`src/core/slbm_cfg.svh`:
```
// Purpose: Timing constants for the single line bus master
// Assumes: 250 MHz mclk, intervals in microseconds
// Notes: Cycle counts derive from the clock rate
`ifndef SLBM_CFG_SVH
`define SLBM_CFG_SVH
`define SLBM_CLK_MHZ 250
`define SLBM_TICK_CYC (`SLBM_CLK_MHZ)
`define SLBM_RST_LOW_US 511
`define SLBM_RST_HIGH_US 512
`define SLBM_RST_LIMIT_US 960
`define SLBM_W0_LOW_US 100
`define SLBM_SLOT_US 117
`define SLBM_REC_US 1
`define SLBM_W1_LOW_US 5
`define SLBM_RD_LOW_US 5
`define SLBM_RD_SAMPLE_US 15
`define SLBM_PD_MIN_US 15
`define SLBM_PD_MAX_US 60
`define SLBM_FIFO_DEPTH 16
`endif

```
`src/core/slbm_pkg.sv`:
```
// Purpose: Types for the single line bus master
// Assumes: Nothing beyond the header
// Notes: Commands enter through the FIFO
package slbm_pkg;
  typedef enum logic [1:0] {
    SLBM_CMD_RESET,
    SLBM_CMD_WRITE0,
    SLBM_CMD_WRITE1,
    SLBM_CMD_READ
  } slbm_cmd_t;
endpackage : slbm_pkg

```
`src/core/slbm_fifo.sv`:
```
// Purpose: Command FIFO with valid and ready on both sides
// Assumes: Single clock, asynchronous active high reset
// Notes: Read data come from a register
`timescale 1ns/1ps
module slbm_fifo #(
  parameter int WIDTH = 2,
  parameter int DEPTH = 16
) (
  input wire logic mclk,
  input wire logic rst,
  input wire logic in_valid,
  output logic in_ready,
  input wire logic [WIDTH-1:0] in_data,
  output logic out_valid,
  input wire logic out_ready,
  output logic [WIDTH-1:0] out_data
);
  localparam int AW = $clog2(DEPTH);
  logic [WIDTH-1:0] mem [DEPTH];
  logic [AW-1:0] wptr;
  logic [AW-1:0] rptr;
  logic [AW:0] count;
  wire push = in_valid && in_ready;
  wire pop = out_valid && out_ready;
  wire load = (count != '0) && (!out_valid || pop);

  // Full counts the head register too, so DEPTH words in all
  wire [AW:0] held = count + {{AW{1'b0}}, out_valid};
  assign in_ready = (held != (AW + 1)'(DEPTH));

  // Storage array, written on push
  always_ff @(posedge mclk) begin
    if (push) begin
      mem[wptr] <= in_data;
    end
  end

  // Pointers, occupancy and output register
  always_ff @(posedge mclk or posedge rst) begin
    if (rst) begin
      wptr <= '0;
      rptr <= '0;
      count <= '0;
      out_valid <= 1'b0;
      out_data <= '0;
    end else begin
      if (push) begin
        wptr <= wptr + 1'b1;
      end
      if (load) begin
        out_data <= mem[rptr];
        rptr <= rptr + 1'b1;
        out_valid <= 1'b1;
      end else if (pop) begin
        out_valid <= 1'b0;
      end
      count <= count + {{AW{1'b0}}, push} - {{AW{1'b0}}, load};
    end
  end
endmodule : slbm_fifo

```
`src/core/slbm_master.sv`:
```
// Purpose: Single line bus master timing reset, write and read slots
// Assumes: 250 MHz mclk, open-drain line with external pull-up
// Notes: Commands queue in a 16 entry FIFO
`timescale 1ns/1ps
`include "slbm_cfg.svh"
module slbm_master
  import slbm_pkg::*;
#(
  parameter int FIFO_DEPTH = `SLBM_FIFO_DEPTH,
  parameter int TICK_CYC = `SLBM_TICK_CYC
) (
  input wire logic mclk,
  input wire logic rst,
  input wire logic cmd_valid,
  output logic cmd_ready,
  input wire logic [1:0] cmd_code,
  output logic rd_valid,
  output logic rd_bit,
  output logic presence_valid,
  output logic presence,
  output logic busy,
  input wire logic line_in,
  output logic line_out,
  output logic line_oe
);
  localparam logic [7:0] TICK_LAST = 8'(TICK_CYC - 1);
  localparam logic [9:0] RST_LOW = 10'(`SLBM_RST_LOW_US);
  localparam logic [9:0] RST_HIGH = 10'(`SLBM_RST_HIGH_US);
  localparam logic [9:0] W0_LOW = 10'(`SLBM_W0_LOW_US);
  localparam logic [9:0] W1_LOW = 10'(`SLBM_W1_LOW_US);
  localparam logic [9:0] RD_LOW = 10'(`SLBM_RD_LOW_US);
  localparam logic [9:0] SLOT = 10'(`SLBM_SLOT_US);
  localparam logic [9:0] REC = 10'(`SLBM_REC_US);
  localparam logic [9:0] RD_SMP = 10'(`SLBM_RD_SAMPLE_US);
  localparam logic [9:0] PD_MIN = 10'(`SLBM_PD_MIN_US);
  localparam logic [9:0] PD_END = 10'(`SLBM_PD_MAX_US + `SLBM_PD_MIN_US);

  typedef enum logic [1:0] {
    SLBM_IDLE,
    SLBM_LOW,
    SLBM_HIGH,
    SLBM_RECOV
  } slbm_state_t;

  slbm_state_t state;
  slbm_cmd_t cur;
  logic [7:0] tick_cnt;
  logic [9:0] us_cnt;
  logic line_s1;
  logic line_s2;
  logic q_valid;
  logic [1:0] q_data;

  // Engine takes the queue head whenever it is idle
  wire q_pop = (state == SLBM_IDLE) && q_valid;

  // Command queue in front of the slot engine
  slbm_fifo #(.WIDTH(2), .DEPTH(FIFO_DEPTH)) u_fifo (
    .mclk(mclk),
    .rst(rst),
    .in_valid(cmd_valid),
    .in_ready(cmd_ready),
    .in_data(cmd_code),
    .out_valid(q_valid),
    .out_ready(q_pop),
    .out_data(q_data)
  );

  // Low time per command
  function automatic logic [9:0] low_len(input slbm_cmd_t c);
    unique case (c)
      SLBM_CMD_RESET: low_len = RST_LOW;
      SLBM_CMD_WRITE0: low_len = W0_LOW;
      SLBM_CMD_WRITE1: low_len = W1_LOW;
      SLBM_CMD_READ: low_len = RD_LOW;
    endcase
  endfunction : low_len

  // Phase decode
  wire tick = (tick_cnt == TICK_LAST);
  wire is_rst = (cur == SLBM_CMD_RESET);
  wire low_done = tick && (us_cnt == low_len(cur) - 10'd1);
  wire high_done = tick && (is_rst ? us_cnt == RST_HIGH - 10'd1
                                   : us_cnt == SLOT - 10'd1);
  wire rec_done = tick && (us_cnt == REC - 10'd1);
  wire rd_sample = tick && (cur == SLBM_CMD_READ) && (state == SLBM_HIGH)
                   && (us_cnt == RD_SMP - RD_LOW - 10'd1);
  wire pd_window = (state == SLBM_HIGH) && is_rst
                   && (us_cnt >= PD_MIN) && (us_cnt < PD_END);

  // Open drain: drive low only, never high
  assign line_out = 1'b0;
  assign line_oe = (state == SLBM_LOW);
  assign busy = (state != SLBM_IDLE) || q_valid;

  // Two-flop synchroniser on the line
  always_ff @(posedge mclk or posedge rst) begin
    if (rst) begin
      line_s1 <= 1'b1;
      line_s2 <= 1'b1;
    end else begin
      line_s1 <= line_in;
      line_s2 <= line_s1;
    end
  end

  // Microsecond tick prescaler, restarts with each phase
  always_ff @(posedge mclk or posedge rst) begin
    if (rst) begin
      tick_cnt <= '0;
    end else if (state == SLBM_IDLE || tick) begin
      tick_cnt <= '0;
    end else begin
      tick_cnt <= tick_cnt + 8'd1;
    end
  end

  // Slot sequencer
  always_ff @(posedge mclk or posedge rst) begin
    if (rst) begin
      state <= SLBM_IDLE;
      cur <= SLBM_CMD_RESET;
      us_cnt <= '0;
    end else begin
      unique case (state)
        SLBM_IDLE: begin
          us_cnt <= '0;
          if (q_valid) begin
            cur <= slbm_cmd_t'(q_data);
            state <= SLBM_LOW;
          end
        end
        SLBM_LOW: begin
          if (low_done) begin
            us_cnt <= '0;
            state <= SLBM_HIGH;
          end else if (tick) begin
            us_cnt <= us_cnt + 10'd1;
          end
        end
        SLBM_HIGH: begin
          // Slot length counted from its falling edge
          if (is_rst ? high_done
                     : tick && us_cnt + low_len(cur) == SLOT - 10'd1) begin
            us_cnt <= '0;
            state <= SLBM_RECOV;
          end else if (tick) begin
            us_cnt <= us_cnt + 10'd1;
          end
        end
        SLBM_RECOV: begin
          if (rec_done) begin
            state <= SLBM_IDLE;
          end else if (tick) begin
            us_cnt <= us_cnt + 10'd1;
          end
        end
      endcase
    end
  end

  // Read data and presence results
  always_ff @(posedge mclk or posedge rst) begin
    if (rst) begin
      rd_valid <= 1'b0;
      rd_bit <= 1'b0;
      presence <= 1'b0;
      presence_valid <= 1'b0;
    end else begin
      rd_valid <= rd_sample;
      if (rd_sample) begin
        rd_bit <= line_s2;
      end
      if (q_pop && q_data == 2'(SLBM_CMD_RESET)) begin
        presence <= 1'b0;
      end else if (pd_window && !line_s2) begin
        presence <= 1'b1;
      end
      presence_valid <= is_rst && (state == SLBM_RECOV) && rec_done;
    end
  end

  // Low-phase length in cycles for checking
  logic [19:0] low_cyc;
  always_ff @(posedge mclk or posedge rst) begin
    if (rst) begin
      low_cyc <= '0;
    end else if (line_oe) begin
      low_cyc <= low_cyc + 20'd1;
    end else begin
      low_cyc <= '0;
    end
  end

  property p_rst_low;
    @(posedge mclk) disable iff (rst)
    $fell(line_oe) && is_rst
      |-> $past(low_cyc) == 20'(`SLBM_RST_LOW_US * TICK_CYC - 1);
  endproperty
  a_rst_low: assert property (p_rst_low)
    else $error("reset low time wrong");
  property p_rst_limit;
    @(posedge mclk) disable iff (rst)
    line_oe |-> low_cyc < 20'(`SLBM_RST_LIMIT_US * TICK_CYC);
  endproperty
  a_rst_limit: assert property (p_rst_limit)
    else $error("low pulse too long");
  property p_w0_low;
    @(posedge mclk) disable iff (rst)
    $fell(line_oe) && cur == SLBM_CMD_WRITE0
      |-> $past(low_cyc) == 20'(`SLBM_W0_LOW_US * TICK_CYC - 1);
  endproperty
  a_w0_low: assert property (p_w0_low)
    else $error("write zero low time wrong");
  property p_short_low;
    @(posedge mclk) disable iff (rst)
    $fell(line_oe) && (cur == SLBM_CMD_WRITE1 || cur == SLBM_CMD_READ)
      |-> $past(low_cyc) == 20'(`SLBM_W1_LOW_US * TICK_CYC - 1);
  endproperty
  a_short_low: assert property (p_short_low)
    else $error("short low time wrong");
  property p_recov;
    @(posedge mclk) disable iff (rst)
    $rose(state == SLBM_RECOV) |-> !line_oe [*8];
  endproperty
  a_recov: assert property (p_recov)
    else $error("recovery violated");
  property p_slot_end;
    @(posedge mclk) disable iff (rst)
    $rose(state == SLBM_RECOV) && !is_rst |-> $past(us_cnt) + low_len(cur)
      == SLOT - 10'd1;
  endproperty
  a_slot_end: assert property (p_slot_end)
    else $error("slot length wrong");
  property p_rst_high;
    @(posedge mclk) disable iff (rst)
    $rose(state == SLBM_RECOV) && is_rst
      |-> $past(us_cnt) == 10'(`SLBM_RST_HIGH_US - 1);
  endproperty
  a_rst_high: assert property (p_rst_high)
    else $error("reset high time wrong");
  property p_sample;
    @(posedge mclk) disable iff (rst)
    rd_valid |-> $past(state) == SLBM_HIGH
      && $past(us_cnt) == 10'(`SLBM_RD_SAMPLE_US - `SLBM_RD_LOW_US - 1);
  endproperty
  a_sample: assert property (p_sample)
    else $error("read sample point wrong");
  property p_drive;
    @(posedge mclk) disable iff (rst) line_oe |-> line_out == 1'b0;
  endproperty
  a_drive: assert property (p_drive)
    else $error("line driven high");

  c_reset: cover property (@(posedge mclk) presence_valid && presence);
  c_read: cover property (@(posedge mclk) rd_valid);
  c_w0: cover property (@(posedge mclk) $fell(line_oe)
                        && cur == SLBM_CMD_WRITE0);
  c_full: cover property (@(posedge mclk) !cmd_ready);
endmodule : slbm_master

```
`config.mk`:
```
export PLATFORM = sky130hd
export DESIGN_NAME = slbm_master
export DESIGN_NICKNAME = d
export VERILOG_FILES = /design/src/core/slbm_pkg.sv /design/src/core/slbm_fifo.sv /design/src/core/slbm_master.sv
export VERILOG_INCLUDE_DIRS = /design/src /design/src/core
export SDC_FILE = /design/constraint.sdc
export NUM_CORES = 1
export LEC_CHECK = 0
export BUFFER_PORTS_ARGS = -buffer_cell sky130_fd_sc_hd__buf_2
export CORE_MARGIN = 1.5
export CORE_UTILIZATION = 35
export CTS_BUF_LIST = sky130_fd_sc_hd__clkbuf_16
export CTS_CLUSTER_SIZE = 20
export DETAILED_ROUTE_END_ITERATION = 16
export PLACE_DENSITY = 0.53
export SYNTH_ARGS = -nofsm -noshare
export SYNTH_HDL_FRONTEND = slang
export SYNTH_SLANG_ARGS = --single-unit
```
`constraint.sdc`:
```
create_clock -name mclk -period 4.81 [get_ports mclk]
set_input_delay 0.7215 -clock mclk [delete_from_list [all_inputs] [get_ports mclk]]
set_output_delay 0.7215 -clock mclk [all_outputs]
set_load 0.01 [all_outputs]
```
# Word level (Yosys, flattened, before mapping)
# Memory sizes are Yosys's and may differ from the RTL's. A register that Yosys moved wholly into a read port is not among the register bits.
# Cells that the tools add are included.
dict set report op_classes {
  add_sub_neg 9
  multipliers 0
  div 0
  magnitude_cmp 2
  eq_ne 18
  shifts 0
  n_mux 21
  n_bitwise 0
  n_reduce_logical 34
}
# operator count
set ops {}
lappend ops {{$mux 10} 5}
lappend ops {{$pmux 10 s4} 1}
lappend ops {{$pmux 10 s3} 1}
lappend ops {{$eq 10x7->1 const B} 2}
lappend ops {{$logic_and 1x1->1} 18}
lappend ops {{$add 10x1->10 const B} 1}
lappend ops {{$add 10x10->10} 1}
lappend ops {{$add 5x1->5} 2}
lappend ops {{$eq 10x10->1} 1}
lappend ops {{$eq 10x4->1 const B} 1}
lappend ops {{$eq 10x9->1 const B} 1}
lappend ops {{$ge 10x4->1 const B} 1}
lappend ops {{$logic_not 10->1} 1}
lappend ops {{$lt 10x7->1 const B} 1}
lappend ops {{$sub 10x1->10 const B} 1}
lappend ops {{$add 4x1->4 const B} 2}
lappend ops {{$add 8x1->8 const B} 1}
lappend ops {{$eq 2x2->1 const B} 4}
lappend ops {{$eq 8x8->1 const B} 1}
lappend ops {{$mux 1} 8}
lappend ops {{$mux 2} 4}
lappend ops {{$mux 8} 1}
lappend ops {{$pmux 2 s4} 1}
lappend ops {{$logic_not 2->1} 3}
lappend ops {{other kinds (12)} 21}
dict set report totals {
  register_bits 42
  latchBits 0
  ramBits 32
  romBits 0
  in_bits 6
  output_inout_bits 8
  wordCells 99
  memories 1
}
# memory words word_bits rd rd_ports_with_merged_regs write_ports line_no
set memory_table {}
lappend memory_table {u_fifo.mem 16 2 1 1 1 slbm_fifo.sv:19} ;# logic [WIDTH-1:0] mem [DEPTH];

# Longest topological paths before layout
# Gate-level depths: netlist (run 1).
dict set report logic_depth {
  word_depth 10
  depth_mapped 15
  mapped_depth_nobuf 14
}

# Hierarchy
# From an unflattened synthesis (run 1), not the netlist that was laid out.
dict set report hier_totals {
  cells_unflattened 395
  area_unflattened_um2 4419.2
}
# mod instances cells_each area_per_inst_um2 seq_area_each_um2
set modules_own_cells {}
lappend modules_own_cells {slbm_fifo 1 165 2347.3 1361.3}
lappend modules_own_cells {slbm_master 1 230 2072.0 703.2}

# Least setup slack after synthesis (run 1)
# No wires, ideal clock.
dict set report synth_path {
  kind {reg-to-reg}
  startpoint {reg cur[1]}
  endpoint {reg state[1]}
  arrival_ns 2.805
  setup_slack_ns 1.880
  stages_incl_launch_ff 12
  n_path_buf 1
  synth_period_minus_slack_ns 2.930
  path_cell_list {dfrtp_1 > buf_6 > nand2b_1 > ha_1 > ha_1 > o21ai_0 > a21oi_2 > o32ai_1 > o221ai_1 > or4_1 > o22a_1 > mux2_4}
}
dict set report synth_via {
  elab_chain_len 10
  elab_cells_between_ends 19
}
# element line_no
set synth_lines {}
lappend synth_lines {{start, declared} slbm_master.sv:46} ;# slbm_cmd_t cur;
lappend synth_lines {{start signal, assigned} slbm_master.sv:129} ;# cur <= slbm_cmd_t'(q_data);
lappend synth_lines {{$eq 2x2->1} slbm_master.sv:71} ;# unique case (c)
lappend synth_lines {{$reduce_or 2->1 (no line)} -}
lappend synth_lines {{$pmux 10 s3} slbm_master.sv:71}
lappend synth_lines {{$mux 10} slbm_master.sv:125} ;# unique case (state)
lappend synth_lines {{$add 10x10->10} slbm_master.sv:144} ;# : tick && us_cnt + low_len(cur) == SLOT - 10'd1) begin
lappend synth_lines {{$eq 10x7->1} slbm_master.sv:144}
lappend synth_lines {{$logic_and 1x1->1} slbm_master.sv:144}
lappend synth_lines {{$mux 1} slbm_master.sv:143} ;# if (is_rst ? high_done
lappend synth_lines {{$ne 2x1->1 (no line)} -}
lappend synth_lines {{$reduce_and 4->1 (no line) *} -}
lappend synth_lines {{end signal, assigned} slbm_master.sv:136} ;# state <= SLBM_HIGH;
lappend synth_lines {{end signal, assigned} slbm_master.sv:146} ;# state <= SLBM_RECOV;
lappend synth_lines {{end signal, assigned} slbm_master.sv:153} ;# state <= SLBM_IDLE;
lappend synth_lines {{end, declared} slbm_master.sv:45} ;# slbm_state_t state;
# Every way passes the cells marked *; elsewhere a longest branch is shown, timed or not. The select of a mux whose other input is x is not followed.
# A chain may end at the register's enable or synchronous reset.

# Worst setup path in the final report (run 1)
dict set report layout_path {
  startpoint {reg cur[1]}
  endpoint {reg us_cnt[1]}
}
dict set report layout_via {
  elab_chain_len 10
  elab_cells_between_ends 19
}
# element line_no
set layout_lines {}
lappend layout_lines {{$eq 2x2->1} slbm_master.sv:71}
lappend layout_lines {{$reduce_or 2->1 (no line)} -}
lappend layout_lines {{$pmux 10 s3} slbm_master.sv:71}
lappend layout_lines {{$mux 10} slbm_master.sv:125}
lappend layout_lines {{$add 10x10->10} slbm_master.sv:144}
lappend layout_lines {{$eq 10x7->1} slbm_master.sv:144}
lappend layout_lines {{$logic_and 1x1->1} slbm_master.sv:144}
lappend layout_lines {{$mux 1} slbm_master.sv:143}
lappend layout_lines {{$mux 10} slbm_master.sv:143}
lappend layout_lines {{$pmux 10 s4 *} slbm_master.sv:125}
lappend layout_lines {{end signal, assigned} slbm_master.sv:138} ;# us_cnt <= us_cnt + 10'd1;
lappend layout_lines {{end signal, assigned} slbm_master.sv:148} ;# us_cnt <= us_cnt + 10'd1;
lappend layout_lines {{end signal, assigned} slbm_master.sv:155} ;# us_cnt <= us_cnt + 10'd1;
lappend layout_lines {{end, declared} slbm_master.sv:48} ;# logic [9:0] us_cnt;
# Marked as above.

==> results of run 1 <==
through the flow:
| step | power (mW) | util [%] |
|---|---|---|
| 6_report | 1.772 | 39.93 |
| 4_1_cts | 1.808 | 39.93 |
| 5_1_grt | 1.879 | 39.93 |
| 3_5_place_dp | 1.161 | 37.59 |
| 3_3_place_gp | 1.138 | 37.59 |
| 2_1_floorplan | 1.061 | - |
layout make-up:
cell class	instances	area [sq um]
fill	1225	7276
multi-input combinational	267	2113
sequential	76	2064
clock buffer	9	225.2
tap	168	210.2
inverter	26	97.59
timing repair buffer	13	67.56
clock inverter	7	57.56
power by group through the flow:
stage,registers (mW),logic (mW),clock network [mW]
floorplan,0.807,0.254,0
global placement,0.823,0.315,0
detailed placement,0.826,0.335,0
CTS,0.813,0.336,0.658
global route,0.821,0.378,0.680
finish,0.813,0.326,0.634
final timing paths:
kind / to / slack [ns]
min in group asynchronous: u_fifo.wptr[2] / 0.59
max in group asynchronous: rd_valid / 3.63
worst min register to register: line_s2 / 0.36
worst max-delay path: us_cnt[1] / 1.23
worst min-delay path: line_s2 / 0.36
worst max register to register: us_cnt[1] / 1.23
synth_stat cells (all sizes together) (9+ instances only):
| master | n | area [sq um] |
|---|---|---|
| buf | 9 | 73.82 |
| mux4 | 10 | 225.2 |
| nor3 | 17 | 85.08 |
| nand3 | 9 | 45.04 |
| ha | 31 | 387.9 |
| nor2 | 25 | 93.84 |
| xor2 | 13 | 113.9 |
| and2 | 18 | 112.6 |
| edfxtp | 32 | 960.9 |
| o21ai | 10 | 50.05 |
| dfrtp | 42 | 1051 |
| inv | 26 | 97.59 |
| nand2 | 21 | 78.83 |
| a21oi | 11 | 58.81 |
| xnor2 | 21 | 183.9 |
layer usage:
layer	share of wire, %	wire length, um	vias up	track usage [%]
met4	3.0	270	0	7.160
met1	48	4247	1390	19.33
li1	-	-	1404	-
met2	46	4102	50	23.06
met3	2.8	252	20	3.216
met5	0	0	-	0
cell families (layout without fill, tap and decap cells):
logic type,after synthesis,count (layout),share of synthesized area [%]
muxes,21,21,7.943
xor gates and xnor gates,34,34,6.800
buffers and inverters,43,55,4.600
AOI/OAI and AO/OA,52,52,8.601
and+or+nand+nor,127,127,15.51
DFF,76,76,47.14
other,1,1,0.08563
adders and majority gates,32,32,9.314
worst max-delay path, delay by kind of cell, from the launching register on:
family / cells / cell delay, ns
flip-flops: 1 / 0.52
AND/OR/NAND/NOR: 2 / 1.19
XOR/XNOR: 1 / 0.15
adder cells (fa/ha/maj): 1 / 0.27
AO/OA/AOI/OAI: 5 / 1.19
multiplexers: 1 / 0.13
registers in the layout, summed over array words and instances (netlist names):
name,count
u_fifo.mem,32
us_cnt,10
tick_cnt,8
u_fifo.count,5
u_fifo.rptr,4
u_fifo.wptr,4
cur,2
state,2
u_fifo.out_data,2
line_s1,1
line_s2,1
presence,1
presence_valid,1
rd_bit,1
rd_valid,1
u_fifo.out_valid,1
==> results.md, run 1 <==
* Outcome: finished, final reports clean
* Later-pin clock latency in the skew report at 0.33 ns
* GRT Resource Usage Total at 14.68%
* Synthesized area per cell at 11.35 sq um
* Chip Height at 114.9 um
* Net Switching at 513.5 uW
* Starting Density at 36.16%
* H-Tree Depth at 3
* CTS tree: done
* Setup TNS at 0 ns
* Sequential Power Share at 45.9%
* Main synth FF type: dfrtp_1
* Async S/R FF share, synth at 57.89%
* Chip width at 114.9 um
* Mean routed wirelength per cell at 15.67 um
* Total CTS buffers at 9
* Worst Skew at 0.005105 ns
* Clock power frac at 35.8%
* Final hold vios at 0
* First-pass GRT wire length at 14.82 mm
* # setup viols final at 0
* Layout cell share with drive strength beyond 1 at 14.32%
* Rows at 40
* Area Overhead vs Synth at 10.43%
* RSZ-0062 raised after global routing: no
* Required time of the worst setup path at 5.01 ns
* Routed vias/inst at 5.060
* Setup WS post-layout at 1.227 ns
* Pwr Density at 366.4 nW/um^2
* Leakage at 1.956 nW
* Syn Std Cell Area at 4379 sq um
* Final HPWL DP at 6.310 mm
* Via Count at 2,864
* Commonest non-fill, non-tap cell in the layout: dfrtp_1
* Antenna violations before repair at 0
* Sequential-to-total area share from yosys stat at 47.14%
* Final worst path period share at 74.50%
* Syn Inst Count at 386
* CTS clk-pin slew, worst paths at 0.06 ns
* Final wirelength at 8.872 mm
* Int Power at 1.259 mW
* Dpl cells at 550
* Clk sinks at 76
* ANT nets after route at 0
* Switch share at 28.98%
* Slowest stage delay, CP at 0.69 ns
* Crit-path max FO at 13
* Initial DRC Count at 176
* Setup crit start kind: register
* Worst IR drop on VDD at 0.2870 mV
* GPL Wtd Cong at 0.8657
* IO Pins at 14
* Synth unique cells at 61
* Clock tree buffer depth at 2
* RR Startpoint: cur[1]
* Seq cells post-synth at 76
* Combinational share of power at 18.4%
* Critical path cell sequence: nor2_1, xnor2_1, ha_1, o21ai_0, a21oi_2, a221oi_4, mux2i_1, or4_1, o211ai_2, o21ai_1
* Pre-Repair DR Iteration Count at 4
* Post-CTS Setup Inserts at 0
* Setup CP Type: reg2reg
* Post-route cell area at 4836 sq um
* Placed Area at 4553 sq um
* Worst Hold Class: reg2reg
* Largest net degree at the start of global routing at 45
* Post-CTS Resized at 0
* Number of synthesized flops with an enable pin at 32
* Critical Path Start: cur[1]
* Post-Place Worst Slack at 1.237 ns
* R2R depth at 10
* # hold bufs at CTS at 0
* Slew headroom at 38.08%
* Remaining routing DRC violations at 0
* Vias in the first global route at 3,013
* Max Freq at 279.1 MHz
* Layout Nets at 431
* Mapped Nets at 424
* Critical Path End Type: register
* Critical Path Slowest Stage Cell: nor2_1
* Syn. warnings at 0
* Die area at 13,190 sq um
* Crit path DAT at 3.78 ns
* Hold Crit Depth at 0
* Min Hold Slack at 0.3582 ns
* Max Cap Viol at 0
* CORE AREA at 12,110 sq um
* Aggregate global routing overflow at 0
* Post-route minimum period at 3.583 ns
* Worst Max-Slew Pin Slew at 0.9274 ns
* CTS root buf: clkbuf_16
* Most frequent cells in the layout: dfrtp_1, edfxtp_1, ha_1
* IO Port Bufs at 12
* Post-Layout Cell Count at 566
* Final Max Tran Viols at 0
* N_diodes at 0
* Worst Hold Launch: line_s1
(Power assumes the default switching activity.)
==> run 2, diff against run 1 <==
--- a/config.mk
+++ b/config.mk
@@ -12,7 +12,7 @@
 export CTS_BUF_LIST = sky130_fd_sc_hd__clkbuf_16
 export CTS_CLUSTER_SIZE = 20
 export DETAILED_ROUTE_END_ITERATION = 16
-export PLACE_DENSITY = 0.53
+export PLACE_DENSITY = 0.55
 export SYNTH_ARGS = -nofsm -noshare
 export SYNTH_HDL_FRONTEND = slang
 export SYNTH_SLANG_ARGS = --single-unit
==> constraint.sdc (replaced) <==
create_clock -name mclk -period 3.2 [get_ports mclk]
set_input_delay 0.48 -clock mclk [delete_from_list [all_inputs] [get_ports mclk]]
set_output_delay 0.48 -clock mclk [all_outputs]
set_load 0.01 [all_outputs]
==> results.md, run 2 (same netlist as run 1, synthesis figures left out) <==
* Crit-path max FO at 6 (-7)
* Final HPWL DP at 6.144 mm (-2.6%)
* Chip width at 114.9 um (unchanged)
* First-pass GRT wire length at 14.56 mm (-1.8%)
* Clk sinks at 76 (unchanged)
* # hold bufs at CTS at 0 (unchanged)
* Slew headroom at 36.77% (-1.3 points)
* Antenna violations before repair at 0 (unchanged)
* Via Count at 2,901 (+1.3%)
* Starting Density at 36.16% (unchanged)
* Pre-Repair DR Iteration Count at 4 (unchanged)
* Commonest non-fill, non-tap cell in the layout: dfrtp_1
* Biggest register: u_fifo.mem
* Switch share at 26.90% (-2.1 points)
* Combinational share of power at 17.9% (-0.5 points)
* Setup CP Type: reg2reg
* Die area at 13,190 sq um (unchanged)
* CP bufs+invs at 0 (unchanged)
* Area of the multi-input gates at 2113 sq um (unchanged)
* Layout cell share with drive strength beyond 1 at 15.69% (+1.4 points)
* Layout Nets at 441 (+2.3%)
* Chip Height at 114.9 um (unchanged)
* Leakage at 2.024 nW (+3.5%)
* Top flop regs: u_fifo.mem x32, us_cnt x10, tick_cnt x8
* Max FFs per register at 32 (unchanged)
* Final Max Tran Viols at 0 (unchanged)
* Metal-1 WL at 4.215 mm (-0.75%)
* FF/Latch Area at 2064 sq um (unchanged)
* N_diodes at 0 (unchanged)
* Critical Path End Type: register
* ANT nets after route at 0 (unchanged)
* Final hold vios at 0 (unchanged)
* Post-route minimum period at 3.040 ns (-0.5432 ns)
* Clock power frac at 36.4% (+0.6 points)
* Outcome: finished, final reports clean
* Pwr Density at 542.0 nW/um^2 (+48%)
* Largest net degree at the start of global routing at 45 (unchanged)
* Min Hold Slack at 0.2399 ns (-0.1182 ns)
* GPL Wtd Cong at 0.7970 (-7.9%)
* Clock tree buffer depth at 2 (unchanged)
* Later-pin clock latency in the skew report at 0.33 ns (about the same)
* Met3 WL at 345 um (+37%)
* CTS tree: done
* H-Tree Depth at 3 (unchanged)
* Final worst path period share at 95.01% (+21 points)
* Mean routed wirelength per cell at 14.96 um (-4.6%)
* Worst Max-Slew Pin Slew at 0.9470 ns (+0.01963 ns)
* CTS root buf: clkbuf_16
* Final wirelength at 8.617 mm (-2.9%)
* GRT Resource Usage Total at 14.25% (-0.44 points)
* Final design utilization at 40.57% (+0.64 points)
* RSZ-0062 raised after global routing: no
* Most frequent cells in the layout: dfrtp_1, edfxtp_1, ha_1
* Dpl cells at 560 (+1.8%)
* IO Pins at 14 (unchanged)
* Aggregate global routing overflow at 0 (unchanged)
* # setup viols final at 0 (unchanged)
* Slowest stage delay, CP at 0.50 ns (-0.19 ns)
* Worst Hold Class: in2reg
* Critical path cell sequence: nand2b_1, ha_1, ha_1, o21ai_0, a21oi_2, o32ai_1, o221ai_1, or4_1, o22a_1, mux2_4
* Post-CTS Setup Inserts at 0 (unchanged)
* Worst IR drop on VDD at 0.4332 mV (+51%)
* Highest routed layer: met4
* Sequential Power Share at 45.7% (-0.2 points)
* Total CTS buffers at 9 (unchanged)
* Remaining routing DRC violations at 0 (unchanged)
* Required time of the worst setup path at 3.42 ns (-1.59 ns)
* CTS clk-pin slew, worst paths at 0.06 ns (about the same)
* Net Switching at 716.5 uW (+40%)
* Filler cells at 1,199 (-2.1%)
* CP dominant cell by count: ha_1
* Worst Skew at 0.005777 ns (+0.0006723 ns)
* Critical Path Slowest Stage Cell: or4_1
* CP top delay family: compound AO/OA/AOI/OAI gates
* IO Port Bufs at 12 (unchanged)
* Met2 routed WL at 3.946 mm (-3.8%)
* Crit path DAT at 3.26 ns (-0.52 ns)
* Vias in the first global route at 2,890 (-4.1%)
* Area Overhead vs Synth at 12.20%
* Int Power at 1.947 mW (+55%)
* Setup crit start kind: register
* CORE AREA at 12,110 sq um (unchanged)
* Setup TNS at 0 ns (unchanged)
* Max Cap Viol at 0 (unchanged)
* Routed vias/inst at 5.036 (-0.47%)
* Rows at 40 (unchanged)
* Post-CTS Resized at 0 (unchanged)
* Initial DRC Count at 191 (+8.5%)
* Post-Layout Cell Count at 576 (+1.8%)
* Max Freq at 328.9 MHz (+18%)
## run 2: cell type report
| class | count | share of cell area, % |
|---|---|---|
| clock buffers | 9 | 4.584 |
| repair buffers | 23 | 2.903 |
| flip-flops and latches | 76 | 42.02 |
| well taps | 168 | 4.278 |
| clock inverters | 7 | 1.222 |
| multi-input cells | 267 | 43.01 |
| inverters | 26 | 1.986 |
## run 2: routing by layer
layer	track usage, %	vias up
met3	2.847	9
li1	-	1422
met4	5.267	0
met1	20.02	1414
met2	21.90	56
met5	0	-
## run 2: stage by stage
step / power [mW] / worst slack (ns) / area, sq um
CTS: 2.707 / 0.1733 / 4913
global placement: 1.707 / 0.2743 / 4628
finish: 2.663 / 0.1598 / 4913
global route: 2.835 / 0.01356 / 4913
detailed placement: 1.721 / 0.1987 / 4628
floorplan: 1.595 / 0.2702 / 4379
## run 2: worst register-to-register path: cells and delay by family (launching register included)
family,cells,cell delay [ns]
AOI/OAI and AO/OA,5,1.09
muxes,1,0.30
DFF,1,0.42
and+or+nand+nor,2,0.69
adders and majority gates,2,0.43
## run 2: power by group through the flow
stage | clock, mW | combinational, mW | sequential (mW)
2_1_floorplan | 0 | 0.382 | 1.21
3_3_place_gp | 0 | 0.474 | 1.23
3_5_place_dp | 0 | 0.484 | 1.24
4_1_cts | 0.999 | 0.490 | 1.22
5_1_grt | 1.04 | 0.563 | 1.23
6_report | 0.970 | 0.478 | 1.22
## run 2: path summary, 6_finish.rpt
| kind | cells past startpoint | start | slack [ns] | to |
|---|---|---|---|---|
| hold reg to reg | 0 | line_s1 | 0.36 | line_s2 |
| max in group asynchronous | 2 | rst | 2.24 | u_fifo.rptr[1] |
| setup / recovery | 10 | cur[1] | 0.16 | state[1] |
| hold / removal | 1 | line_in | 0.24 | line_s1 |
| setup reg to reg | 10 | cur[1] | 0.16 | state[1] |
| min in group asynchronous | 2 | rst | 0.36 | u_fifo.wptr[1] |
==> run 3, diff against run 2 <==
--- a/config.mk
+++ b/config.mk
@@ -7,12 +7,14 @@
 export NUM_CORES = 1
 export LEC_CHECK = 0
 export BUFFER_PORTS_ARGS = -buffer_cell sky130_fd_sc_hd__buf_2
+export CELL_PAD_IN_SITES_DETAIL_PLACEMENT = 1
+export CELL_PAD_IN_SITES_GLOBAL_PLACEMENT = 1
 export CORE_MARGIN = 1.5
 export CORE_UTILIZATION = 35
 export CTS_BUF_LIST = sky130_fd_sc_hd__clkbuf_16
 export CTS_CLUSTER_SIZE = 20
 export DETAILED_ROUTE_END_ITERATION = 16
-export PLACE_DENSITY = 0.55
+export PLACE_DENSITY = 0.64
 export SYNTH_ARGS = -nofsm -noshare
 export SYNTH_HDL_FRONTEND = slang
 export SYNTH_SLANG_ARGS = --single-unit
==> results.md, run 3 (same netlist as run 1, synthesis figures left out) <==
* Largest net degree at the start of global routing at 45 (unchanged)
* Final wirelength at 9.618 mm (+12%)
* CTS tree: done
* Worst Hold Class: in2reg
* Post-CTS Resized at 0 (unchanged)
* Post-Place Worst Slack at 0.1234 ns (-0.07535 ns)
* Pre-Repair DR Iteration Count at 4 (unchanged)
* IO Pins at 14 (unchanged)
* Final hold vios at 0 (unchanged)
* Remaining routing DRC violations at 0 (unchanged)
* Top flop regs: u_fifo.mem x32, us_cnt x10, tick_cnt x8
* First-pass GRT wire length at 16.37 mm (+12%)
* Worst Max-Slew Pin Slew at 0.9486 ns (+0.001525 ns)
* Via Count at 2,955 (+1.9%)
* Leakage at 2.003 nW (-1.0%)
* RSZ-0062 raised after global routing: no
* Final Power at 2.652 mW (-0.43%)
* Layout cell share with drive strength beyond 1 at 16.71% (+1.0 points)
* Final HPWL DP at 6.991 mm (+14%)
* Area Overhead vs Synth at 12.03%
* Chip width at 114.9 um (unchanged)
* GPL Wtd Cong at 0.8003 (+0.41%)
* Commonest non-fill, non-tap cell in the layout: dfrtp_1
* Max FFs per register at 32 (unchanged)
* Pwr Density at 540.5 nW/um^2 (-0.28%)
* Crit-path max FO at 5 (-1)
* Filler cells at 1,379 (+15%)
* Most frequent cells in the layout: dfrtp_1, edfxtp_1, ha_1
* Combinational share of power at 18.9% (+1.0 points)
* Int Power at 1.888 mW (-3.0%)
* ANT nets after route at 0 (unchanged)
* Sequential Power Share at 46.0% (+0.3 points)
* # setup viols final at 0 (unchanged)
* Worst IR drop on VDD at 0.4971 mV (+15%)
* Antenna violations before repair at 0 (unchanged)
* Max Cap Viol at 0 (unchanged)
* N_diodes at 0 (unchanged)
* Final Max Tran Viols at 0 (unchanged)
* Setup crit start kind: register
* Required time of the worst setup path at 3.42 ns (about the same)
* Vias in the first global route at 3,115 (+7.8%)
* Routed vias/inst at 5.139 (+2.0%)
* Net Switching at 764.1 uW (+6.6%)
* Chip Height at 114.9 um (unchanged)
* IO Port Bufs at 12 (unchanged)
* Biggest register: u_fifo.mem
* Clock tree buffer depth at 2 (unchanged)
* Setup WS post-layout at 0.2153 ns (+0.05548 ns)
* Total CTS buffers at 9 (unchanged)
* Switch share at 28.81% (+1.9 points)
* Setup CP Type: reg2reg
* CTS clk-pin slew, worst paths at 0.06 ns (about the same)
* Clock power frac at 35.1% (-1.3 points)
* Outcome: finished, final reports clean
* Worst Skew at 0.006759 ns (+0.0009821 ns)
* H-Tree Depth at 3 (unchanged)
* Post-route minimum period at 2.985 ns (-0.05548 ns)
* GRT Resource Usage Total at 16.09% (+1.8 points)
* Layout Nets at 440 (-0.23%)
* Slew headroom at 36.67% (-0.10 points)
* Initial DRC Count at 124 (-35%)
* Crit path DAT at 3.20 ns (-0.06 ns)
* CORE AREA at 12,110 sq um (unchanged)
* # hold bufs at CTS at 0 (unchanged)
* Max Freq at 335.0 MHz (+1.9%)
* Die area at 13,190 sq um (unchanged)
* Aggregate global routing overflow at 0 (unchanged)
* Mean routed wirelength per cell at 16.73 um (+12%)
* Later-pin clock latency in the skew report at 0.33 ns (about the same)
* Rows at 40 (unchanged)
* CTS root buf: clkbuf_16
* Post-CTS Setup Inserts at 0 (unchanged)
* Starting Density at 36.16% (unchanged)
* Final worst path period share at 93.27% (-1.7 points)
* Clk sinks at 76 (unchanged)
* Setup TNS at 0 ns (unchanged)
* Critical Path End Type: register
run 3: changes by cell type in the layout (fill, tap and decap cells not counted), sizes merged:
cell | before | now
clkinvlp | 1 | 2
buf | 23 | 22
inv | 30 | 28
clkinv | 1 | 3
bufinv | 1 | 0
run 3: area by class of cell:
| class | instances | area (sq um) | area share, % |
|---|---|---|---|
| clock inverter | 7 | 51.30 | 1.046 |
| clock buffer | 9 | 225.2 | 4.591 |
| inverter | 26 | 97.59 | 1.989 |
| timing repair buffer | 22 | 135.1 | 2.754 |
| multi-input combinational | 267 | 2122 | 43.25 |
| sequential | 76 | 2064 | 42.08 |
| tap | 168 | 210.2 | 4.285 |
run 3: critical path: stages (launching register included):
cell,delay [ns]
dfrtp_1,0.39
nand2b_1,0.19
ha_1,0.26
ha_1,0.24
o21ai_1,0.17
a21oi_2,0.12
o32ai_2,0.29
o221ai_1,0.18
or4_1,0.51
o22a_1,0.23
mux2_4,0.30
run 3: worst paths after layout:
kind	cells past startpoint	slack (ns)	end	startpoint
worst max register to register	10	0.22	state[1]	cur[1]
worst min register to register	0	0.36	line_s2	line_s1
worst max-delay path	10	0.22	state[1]	cur[1]
worst min-delay path	1	0.27	line_s1	line_in
max in group asynchronous	2	2.25	u_fifo.rptr[2]	rst
min in group asynchronous	2	0.37	u_fifo.wptr[2]	rst
run 3: power groups by stage:
stage                     registers (mW)  clock network (mW)  logic [mW]
after floorplan                     1.21                   0       0.382
after global placement              1.24                   0       0.473
after detailed placement            1.24                   0       0.507
after CTS                           1.22               0.960       0.514
after global routing                1.24               0.994       0.585
final                               1.22               0.931       0.500
run 3: layer usage:
| layer | vias to the layer above | global-route usage (%) | share of wire [%] |
|---|---|---|---|
| met2 | 31 | 26.83 | 50 |
| met3 | 8 | 3.163 | 2.0 |
| li1 | 1413 | - | - |
| met1 | 1503 | 21.65 | 47 |
| met4 | 0 | 4.115 | 1.0 |
| met5 | - | 0 | 0 |
run 3: stage by stage:
stage	instances	area, sq um	util, %	hold WS (ns)
after floorplan	386	4379	-	0.3452
after global placement	559	4621	38.15	0.3458
after detailed placement	559	4621	38.15	0.3554
after CTS	575	4897	40.43	0.2542
after global routing	575	4906	40.51	0.2520
final	575	4906	40.51	0.2677
